[config.mk]
export PLATFORM = sky130hd
export DESIGN_NAME = wcd_decoder
export DESIGN_NICKNAME = d
export VERILOG_FILES = /design/src/logic/wcd_pkg.sv /design/src/logic/wcd_decoder.sv
export VERILOG_INCLUDE_DIRS = /design/src /design/src/logic
export SDC_FILE = /design/constraint.sdc
export NUM_CORES = 1
export LEC_CHECK = 0
export BUFFER_PORTS_ARGS = -buffer_cell sky130_fd_sc_hd__buf_4
export CORE_MARGIN = 2
export CORE_UTILIZATION = 60
export CTS_BUF_LIST = sky130_fd_sc_hd__clkbuf_4
export CTS_CLUSTER_DIAMETER = 30
export DETAILED_ROUTE_END_ITERATION = 6
export PLACE_DENSITY = 0.74
export SLEW_MARGIN = 20
export SYNTH_ARGS = -nofsm -noshare
export SYNTH_HDL_FRONTEND = slang
export SYNTH_SLANG_ARGS = --single-unit
[constraint.sdc]
create_clock -name i_clk_sys -period 9.05 [get_ports i_clk_sys]
set_clock_uncertainty 0.15 [all_clocks]
set_input_delay 0.4525 -clock i_clk_sys [delete_from_list [all_inputs] [get_ports i_clk_sys]]
set_output_delay 0.4525 -clock i_clk_sys [all_outputs]
set_load 0.02 [all_outputs]
[src/logic/wcd_cfg.svh]
// Constants for the wiper command decoder: command codes, field positions, reset values, timing.
// Included by the package and the design module; holds definitions only.
`ifndef WCD_CFG_SVH
`define WCD_CFG_SVH
`define WCD_CMD_NOP 4'h0
`define WCD_CMD_WR_WIPER 4'h1
`define WCD_CMD_RD_WIPER 4'h2
`define WCD_CMD_STORE 4'h3
`define WCD_CMD_REFRESH 4'h4
`define WCD_CMD_RD_NVM 4'h5
`define WCD_CMD_WR_CTRL 4'h6
`define WCD_CMD_RD_CTRL 4'h7
`define WCD_CMD_SHUTDOWN 4'h8
`define WCD_CMD_MSB 13
`define WCD_CMD_LSB 10
`define WCD_DATA_MSB 9
`define WCD_FRAME_BITS 16
`define WCD_CTRL_PGM_EN 0
`define WCD_CTRL_UNLOCK 1
`define WCD_CTRL_CAL 2
`define WCD_CTRL_PGM_OK 3
`define WCD_CTRL_RESET 4'h0
`define WCD_WIPER_MID 10'h200
`define WCD_SLOTS 20
`define WCD_STAT_LO 5'h14
`define WCD_STAT_HI 5'h15
`define WCD_PGM_TIME_US 8000
`define WCD_CLK_MHZ 20
`define WCD_PGM_CYCLES (`WCD_PGM_TIME_US * `WCD_CLK_MHZ)
`endif

[src/logic/wcd_pkg.sv]
// Types for the wiper command decoder.
// Assumes wcd_cfg.svh is on the include path.
package wcd_pkg;
`include "wcd_cfg.svh"
    typedef enum logic [2:0]
    {
        WCD_IDLE = 3'b001,
        WCD_PROG = 3'b010,
        WCD_VERIFY = 3'b100
    } wcd_mode_t;

    typedef struct packed
    {
        logic [1:0] sclk_sync;
        logic [1:0] frame_n_sync;
        logic [1:0] din_sync;
        logic sclk_prev;
        logic frame_n_prev;
        logic [15:0] shift_in;
        logic [4:0] bit_count;
        logic [15:0] shift_out;
        logic [9:0] readback;
        logic [9:0] wiper_position_reg;
        logic [3:0] pot_control;
        logic shutdown;
        logic [4:0] used_slots;
        logic [9:0] prog_value;
        wcd_mode_t mode;
        logic [17:0] timer;
        logic ready;
        logic ready_oe;
        logic sdo_oe;
    } wcd_state_t;
endpackage

[src/logic/wcd_decoder.sv]
// Serial command decoder and control logic for a digital potentiometer wiper with twenty-slot memory.
// Assumes the frame select, serial clock and data pins are asynchronous to i_clk_sys and much slower.
//
// Function
// Wiper output follows the wiper register; zero means wiper at terminal B.
// Wiper register is an ordinary register, rewritable without limit.
// Frame bits 13..10 hold the command, bits 9..0 the data.
// Command 1 loads the wiper register when write unlock is set.
// In the 256-step variant the two low data bits are ignored.
// Command 2 shifts the wiper value out in the next frame.
// Command 3 stores the wiper into the next free slot if programming enabled; after a reset the code writes from slot 0 again.
// Command 4 reloads the wiper from the last programmed slot, ignoring protection; after a reset, until a store, the code loads midscale.
// Command 5 selects a slot or status word by data bits 4..0 for readback.
// Command 6 writes data bits 2..0 into control register bits 2..0.
// Command 7 shifts the control register out in the next frame, low four bits.
// Command 8 enters shutdown when data bit 0 is 1, leaves it otherwise.
// Command 0 does nothing but still shifts out prepared readback.
// Twenty one-time-programmable slots hold wiper values; after a reset the code overwrites them from slot 0.
// Each program is verified and the result lands in the success bit.
// Programming takes about 8 ms, locks the shift register, ready marks completion.
// With no slot programmed the wiper resets to midscale.
// Write unlock defaults to 0 and then blocks the wiper writes of command 1.
// Program enable defaults to 0; setting it permits the store command.
// Calibration select defaults to 0; writing 1 selects normal mode.
// Success bit defaults to 0 and reads 1 only after a verified program.
// Control bits: 3 success, 2 calibration, 1 unlock, 0 program enable.
// Serial data is sampled on the falling serial clock while frame select is low.
// Frames are 16 bits, MSB first: two zeros, four command, ten data bits.
// The command executes on frame select rising after the 16th clock.
// A frame shorter than 16 clocks is discarded.
// Command codes 9 to 15 change nothing.
// During programming frames are ignored and ready stays low.
`timescale 1ns/1ps
`include "wcd_cfg.svh"
module wcd_decoder
    import wcd_pkg::*;
#(
    parameter int PGM_CYCLES = `WCD_PGM_CYCLES,
    parameter int VERIFY_CYCLES = 16,
    parameter bit COARSE_256 = 1'b0
)
(
    input wire logic i_clk_sys,
    input wire logic i_sys_rst,
    input wire logic i_frame_sel_n,
    input wire logic i_sclk,
    input wire logic i_din,
    input wire logic i_nvm_verify_ok,
    output logic o_sdo,
    output logic o_sdo_oe,
    output logic o_ready,
    output logic o_ready_oe,
    output logic [9:0] o_wiper,
    output logic o_shutdown,
    output logic o_calibration_select,
    output logic o_program_cap_pin
);

    wcd_state_t st;
    wcd_state_t next_st;
    // Slot memory is never erased, like a fuse array, but reset clears used_slots so writing restarts at slot 0.
    logic [9:0] twenty_slot_nvm [0:`WCD_SLOTS-1];
    logic nvm_we;
    logic [4:0] nvm_waddr;

    // Thermometer word of programmed slots; the low word covers slots 0..9, high word 10..19.
    function automatic logic [9:0] wcd_therm(input logic [4:0] count, input logic [4:0] base);
        logic [9:0] t;
        t = 10'h000;
        for (int i = 0; i < 10; i++)
        begin
            t[i] = (5'(i) + base) < count;
        end
        return t;
    endfunction

    // Wiper value with the low bits masked for the coarse variant.
    function automatic logic [9:0] wcd_mask(input logic [9:0] v);
        return COARSE_256 ? {v[9:2], 2'b00} : v;
    endfunction

    always_comb
    begin
        logic sclk_fall;
        logic frame_rise;
        logic frame_fall;
        logic [3:0] cmd;
        logic [9:0] data;
        logic [4:0] sel;
        sclk_fall = 1'b0;
        frame_rise = 1'b0;
        frame_fall = 1'b0;
        cmd = 4'h0;
        data = 10'h000;
        sel = 5'h00;
        next_st = st;
        nvm_we = 1'b0;
        nvm_waddr = st.used_slots;

        next_st.sclk_sync = {st.sclk_sync[0], i_sclk};
        next_st.frame_n_sync = {st.frame_n_sync[0], i_frame_sel_n};
        next_st.din_sync = {st.din_sync[0], i_din};
        next_st.sclk_prev = st.sclk_sync[1];
        next_st.frame_n_prev = st.frame_n_sync[1];
        sclk_fall = st.sclk_prev && !st.sclk_sync[1];
        frame_rise = !st.frame_n_prev && st.frame_n_sync[1];
        frame_fall = st.frame_n_prev && !st.frame_n_sync[1];
        cmd = st.shift_in[`WCD_CMD_MSB:`WCD_CMD_LSB];
        data = st.shift_in[`WCD_DATA_MSB:0];
        sel = data[4:0];

        case (st.mode)
            WCD_IDLE:
            begin
                if (frame_fall)
                begin
                    next_st.bit_count = 5'd0;
                    next_st.shift_out = {6'h00, st.readback};
                    // The first bit on the line is bit 15 of the reply, not the top readback bit.
                    next_st.sdo_oe = !next_st.shift_out[15];
                end
                if (sclk_fall && !st.frame_n_sync[1])
                begin
                    next_st.shift_in = {st.shift_in[14:0], st.din_sync[1]};
                    next_st.shift_out = {st.shift_out[14:0], 1'b0};
                    next_st.sdo_oe = !st.shift_out[14];
                    if (st.bit_count != 5'd31)
                    begin
                        next_st.bit_count = st.bit_count + 5'd1;
                    end
                end
                if (frame_rise)
                begin
                    next_st.sdo_oe = 1'b0;
                    // Only exactly 16 bits count; 32-bit daisy frames are out of scope.
                    if (st.bit_count == 5'(`WCD_FRAME_BITS))
                    begin
                        next_st.readback = 10'h000;
                        case (cmd)
                            `WCD_CMD_WR_WIPER:
                            begin
                                if (st.pot_control[`WCD_CTRL_UNLOCK])
                                begin
                                    next_st.wiper_position_reg = wcd_mask(data);
                                end
                            end
                            `WCD_CMD_RD_WIPER:
                            begin
                                next_st.readback = wcd_mask(st.wiper_position_reg);
                            end
                            `WCD_CMD_STORE:
                            begin
                                // A full array ignores the store.
                                if (st.pot_control[`WCD_CTRL_PGM_EN] && st.used_slots < 5'(`WCD_SLOTS))
                                begin
                                    next_st.prog_value = st.wiper_position_reg;
                                    next_st.pot_control[`WCD_CTRL_PGM_OK] = 1'b0;
                                    next_st.mode = WCD_PROG;
                                    next_st.ready = 1'b0;
                                    next_st.timer = 18'(PGM_CYCLES - 1);
                                end
                            end
                            `WCD_CMD_REFRESH:
                            begin
                                next_st.wiper_position_reg = (st.used_slots == 5'd0) ? `WCD_WIPER_MID
                                    : twenty_slot_nvm[st.used_slots - 5'd1];
                            end
                            `WCD_CMD_RD_NVM:
                            begin
                                if (sel == `WCD_STAT_LO)
                                begin
                                    next_st.readback = wcd_therm(st.used_slots, 5'd0);
                                end
                                else if (sel == `WCD_STAT_HI)
                                begin
                                    next_st.readback = wcd_therm(st.used_slots, 5'd10);
                                end
                                else if (sel < st.used_slots)
                                begin
                                    next_st.readback = twenty_slot_nvm[sel];
                                end
                            end
                            `WCD_CMD_WR_CTRL:
                            begin
                                // The success bit is owned by the store and verify steps, so a write leaves it alone.
                                next_st.pot_control[2:0] = data[2:0];
                            end
                            `WCD_CMD_RD_CTRL:
                            begin
                                next_st.readback = {6'h00, st.pot_control};
                            end
                            `WCD_CMD_SHUTDOWN:
                            begin
                                next_st.shutdown = data[0];
                            end
                            default:
                            begin
                                next_st.readback = 10'h000;
                            end
                        endcase
                    end
                end
            end
            WCD_PROG:
            begin
                // Frames arriving now are not shifted in at all.
                next_st.sdo_oe = 1'b0;
                if (st.timer == 18'd0)
                begin
                    nvm_we = 1'b1;
                    next_st.used_slots = st.used_slots + 5'd1;
                    next_st.mode = WCD_VERIFY;
                    next_st.timer = 18'(VERIFY_CYCLES - 1);
                end
                else
                begin
                    next_st.timer = st.timer - 18'd1;
                end
            end
            WCD_VERIFY:
            begin
                if (st.timer == 18'd0)
                begin
                    // The margin read must match and the cell must report a good margin.
                    next_st.pot_control[`WCD_CTRL_PGM_OK] =
                        i_nvm_verify_ok && (twenty_slot_nvm[st.used_slots - 5'd1] == st.prog_value);
                    next_st.mode = WCD_IDLE;
                    next_st.ready = 1'b1;
                    next_st.bit_count = 5'd0;
                end
                else
                begin
                    next_st.timer = st.timer - 18'd1;
                end
            end
            default:
            begin
                next_st.mode = WCD_IDLE;
                next_st.ready = 1'b1;
            end
        endcase
        // Registered so the open-drain enable comes straight from a flip-flop.
        next_st.ready_oe = !next_st.ready;
    end

    always_ff @(posedge i_clk_sys or posedge i_sys_rst)
    begin
        if (i_sys_rst)
        begin
            st <= '0;
            st.sclk_sync <= 2'b11;
            st.frame_n_sync <= 2'b11;
            st.sclk_prev <= 1'b1;
            st.frame_n_prev <= 1'b1;
            st.pot_control <= `WCD_CTRL_RESET;
            st.wiper_position_reg <= `WCD_WIPER_MID;
            st.mode <= WCD_IDLE;
            st.ready <= 1'b1;
        end
        else
        begin
            st <= next_st;
        end
    end

    always_ff @(posedge i_clk_sys)
    begin
        if (nvm_we)
        begin
            twenty_slot_nvm[nvm_waddr] <= st.prog_value;
        end
    end

    // The slot memory survives reset, so a reset with programmed slots should reload it.
    // Command 4 cannot do that reload, as reset also clears used_slots and command 4 then loads midscale.

    // Open drain outputs: enable high pulls low, so data 0 drives and data 1 releases.
    assign o_sdo = 1'b0;
    assign o_sdo_oe = st.sdo_oe;
    assign o_ready = st.ready;
    assign o_ready_oe = st.ready_oe;
    assign o_wiper = st.wiper_position_reg;
    assign o_shutdown = st.shutdown;
    assign o_calibration_select = st.pot_control[`WCD_CTRL_CAL];
    assign o_program_cap_pin = st.mode[1];

endmodule

==> flow_summary.json <==
{
  "powerDensity_nw_per_um2": 177,
  "crit_chain": "inv_1, ha_4, mux2_2, mux4_2, o21ai_0, o2111ai_1, and2_1, a41oi_1, a21oi_1",
  "areaGrowthSynthToFinish_pct": 9.76,
  "synth-seq-area-share_pct": 56.5,
  "cts_root_buf": "clkbuf_4",
  "crit_arrival_ns": 4.63,
  "hold_path.class": "input port to asynchronous set/reset pin",
  "via_per_inst": 6.65,
  "critPathSlowestCell": "ha_4",
  "track_usage_pct": 30.0,
  "reg2reg_to": "st[43]",
  "status": "finished clean",
  "ys.flop_type": "edfxtp_1",
  "cts_tree": "done",
  "clockBufferDepth": 3,
  "rrSetupSlack_ns": 4.86,
  "netlist_instances": 1111,
  "die_width_um": 164,
  "layout-drive-gt1-share_pct": 28.6,
  "ir_drop_v": 0.000156,
  "antenna_left": 0,
  "yosysWarnings": 0,
  "finalSetupTns_ns": 0,
  "io_buffers": 21,
  "cp_max_fo": 73,
  "maxCapViolCount": 0,
  "path_class": "flop to flop",
  "total_leakage_power_nw": 5.62,
  "cpPeakStageDelay_ns": 0.95,
  "antenna_found_initial": 1,
  "fin_crit_ns": 4.19,
  "row_count": 58,
  "fin_ws_ns": 4.86,
  "synth_edf_count": 200,
  "gp_congestion": 0.957,
  "drv_slew": 0,
  "syn_area_per_cell_um2": 13.8,
  "first_global_vias": 10100,
  "worst_pin_slew_ns": 1.12,
  "die_height_um": 164,
  "routed_wl_um": 39200,
  "synth_area_um2": 15300,
  "ios": 23,
  "fmax_ghz": 0.238,
  "grt_max_degree": 75,
  "dieArea_um2": 26900,
  "timing.rr.start": "nvm_waddr[0]",
  "grt_pass1_wl_um": 59600,
  "start_util_pct": 61.1,
  "post_cts_buffers": 0,
  "endpoint_kind": "flop",
  "setup_viol": 0,
  "ys_async_sr_fraction_pct": 34.6,
  "cts_max_level": 3,
  "hold_viol": 0,
  "first_iter_violations": 1367,
  "firstDrtPassIters": 5,
  "num_vias": 10400,
  "core_area_um2": 25100,
  "crit_buf_inv": 1,
  "hpwlAfterDp_um": 24500,
  "ys_ff_latch": 306,
  "nets": 1184,
  "place_ws_ns": 4.91,
  "clock_latency_ns": 0.73,
  "final_common_cell": "edfxtp_1",
  "drc": 0,
  "period_share_pct": 46.3,
  "cp.required_ns": 9.49,
  "ys_types": 77,
  "relSlewSlack_pct": 25.5,
  "numCtsBuffers": 85,
  "synth_nets": 1132,
  "crit_family": "adder cells",
  "clkSlewWorstSetupHoldPaths_ns": 0.07,
  "drt-wirelength-per-cell_um": 25.1,
  "clock_sinks": 306,
  "startpoint_type": "flop",
  "rsz0062_at_grt": "false",
  "layout_common_cells": "200 x edfxtp_1, 121 x clkbuf_4, 101 x nand2_1, 95 x mux4_2, 94 x dfrtp_1",
  "rr_worst_depth": 9,
  "gr-total-overflow": 0
}
[layer usage]
layer  global-route usage (%)  vias up  wire length, um
li1                         -     4472                -
met1                     43.0     5217            16000
met2                     45.1      589            18100
met3                     6.77       90             3930
met4                     12.1        0             1130
met5                        0        -                0
[final cells by class]
type / instances / area (um2)
Antenna cell: 1 / 2.50
Fill cell: 1797 / 8280
Clock buffer: 121 / 908
Sequential cell: 306 / 8680
Timing Repair Buffer: 45 / 348
Tap cell: 330 / 413
Clock inverter: 32 / 178
Inverter: 25 / 96.3
Multi-Input combinational cell: 700 / 6210
[synthesized netlist by cell type (3+ instances only)]
library cell,instances,area [um2]
inv_1,25,93.8
nor2_1,70,263
nand3_1,8,40.0
mux4_2,95,2140
buf_1,5,18.8
o21ai_0,54,270
nor3_1,19,95.1
nand2_1,101,379
and4b_1,3,30.0
nor2b_1,6,37.5
nor4_1,7,43.8
dfrtp_1,97,2430
a31o_2,3,26.3
a21o_1,9,67.6
xnor2_1,9,78.8
buf_4,16,120
a22oi_1,10,75.1
or3_1,3,18.8
o221ai_1,6,52.6
o211ai_1,5,37.5
a22o_1,12,105
a21oi_1,43,215
a211oi_1,6,45.0
a31oi_1,5,31.3
edfxtp_1,200,6010
o22ai_1,13,81.3
xor2_1,8,70.1
dfstp_2,9,236
buf_2,23,115
ha_1,15,188
or2_2,10,62.6
mux2i_1,47,470
and3_1,6,37.5
o31ai_1,7,52.6
clkbuf_1,34,128
nand3b_1,3,22.5
nand2b_1,13,81.3
nand4_1,4,25.0
and2_1,10,62.6
a221oi_1,6,52.6
mux2_2,34,383
mux4_1,4,105
nor3b_1,5,37.5
[state kept, by name, summed over array words and instances (netlist names)]
name / count
o_sdo_oe: 1
o_program_cap_pin: 1
o_shutdown: 1
o_ready_oe: 1
nvm_waddr: 5
o_ready: 1
o_calibration_select: 1
st: 80
twenty_slot_nvm: 200
o_wiper: 10
next_st: 5
[timing repair]
item | 4_1_cts | 5_1_grt
gates resized for setup | 0 | 0
endpoints found under the hold margin | 35 | 0
hold buffers | 4 | 0
[metrics by stage]
stage	power, mW	instances	util (%)	hold slack [ns]	cell area, um2
floorplan	1.70	1111	-	0.181	15300
global placement	1.75	1402	62.5	0.185	15700
global route	3.09	1560	67.0	0.166	16800
finish	2.97	1560	67.0	0.156	16800
detailed placement	1.76	1402	62.5	0.185	15700
CTS	2.99	1559	67.0	0.149	16800
[tightest hold or removal path, delay by kind of cell]
family	cells	cell delay (ns)
buffers and inverters	3	1.01
[where the power goes]
part / switching [mW] / total [mW] / internal, mW
clock: 0.590 / 1.24 / 0.651
combinational: 0.120 / 0.205 / 0.0847
sequential: 0.0294 / 1.53 / 1.50
total: 0.739 / 2.97 / 2.23
[kinds of logic (layout without fill, tap and decap cells)]
logic type                 Yosys count  in the layout  synth area share, %
DFF                                306            306                 56.5
AOI/OAI and AO/OA                  206            206                 8.89
adders and majority gates           15             15                 1.22
muxes                              180            180                 20.2
buffers and inverters              105            223                 3.25
other                                1              2               0.0245
xor gates and xnor gates            19             19                 1.18
and+or+nand+nor                    279            279                 8.70
[how the worst max path moves through the flow]
stage | startpoint | end | slack, ns | cells after the start
final | nvm_waddr[0] | st[43] | 4.86 | 9
after global placement | nvm_waddr[0] | st[43] | 4.94 | 9
after detailed placement | nvm_waddr[0] | st[43] | 4.91 | 9
after floorplan | nvm_waddr[0] | st[43] | 5.51 | 13
after CTS | nvm_waddr[0] | st[43] | 4.89 | 9
after global routing | nvm_waddr[0] | st[43] | 4.59 | 9
(Power assumes the default switching activity.)
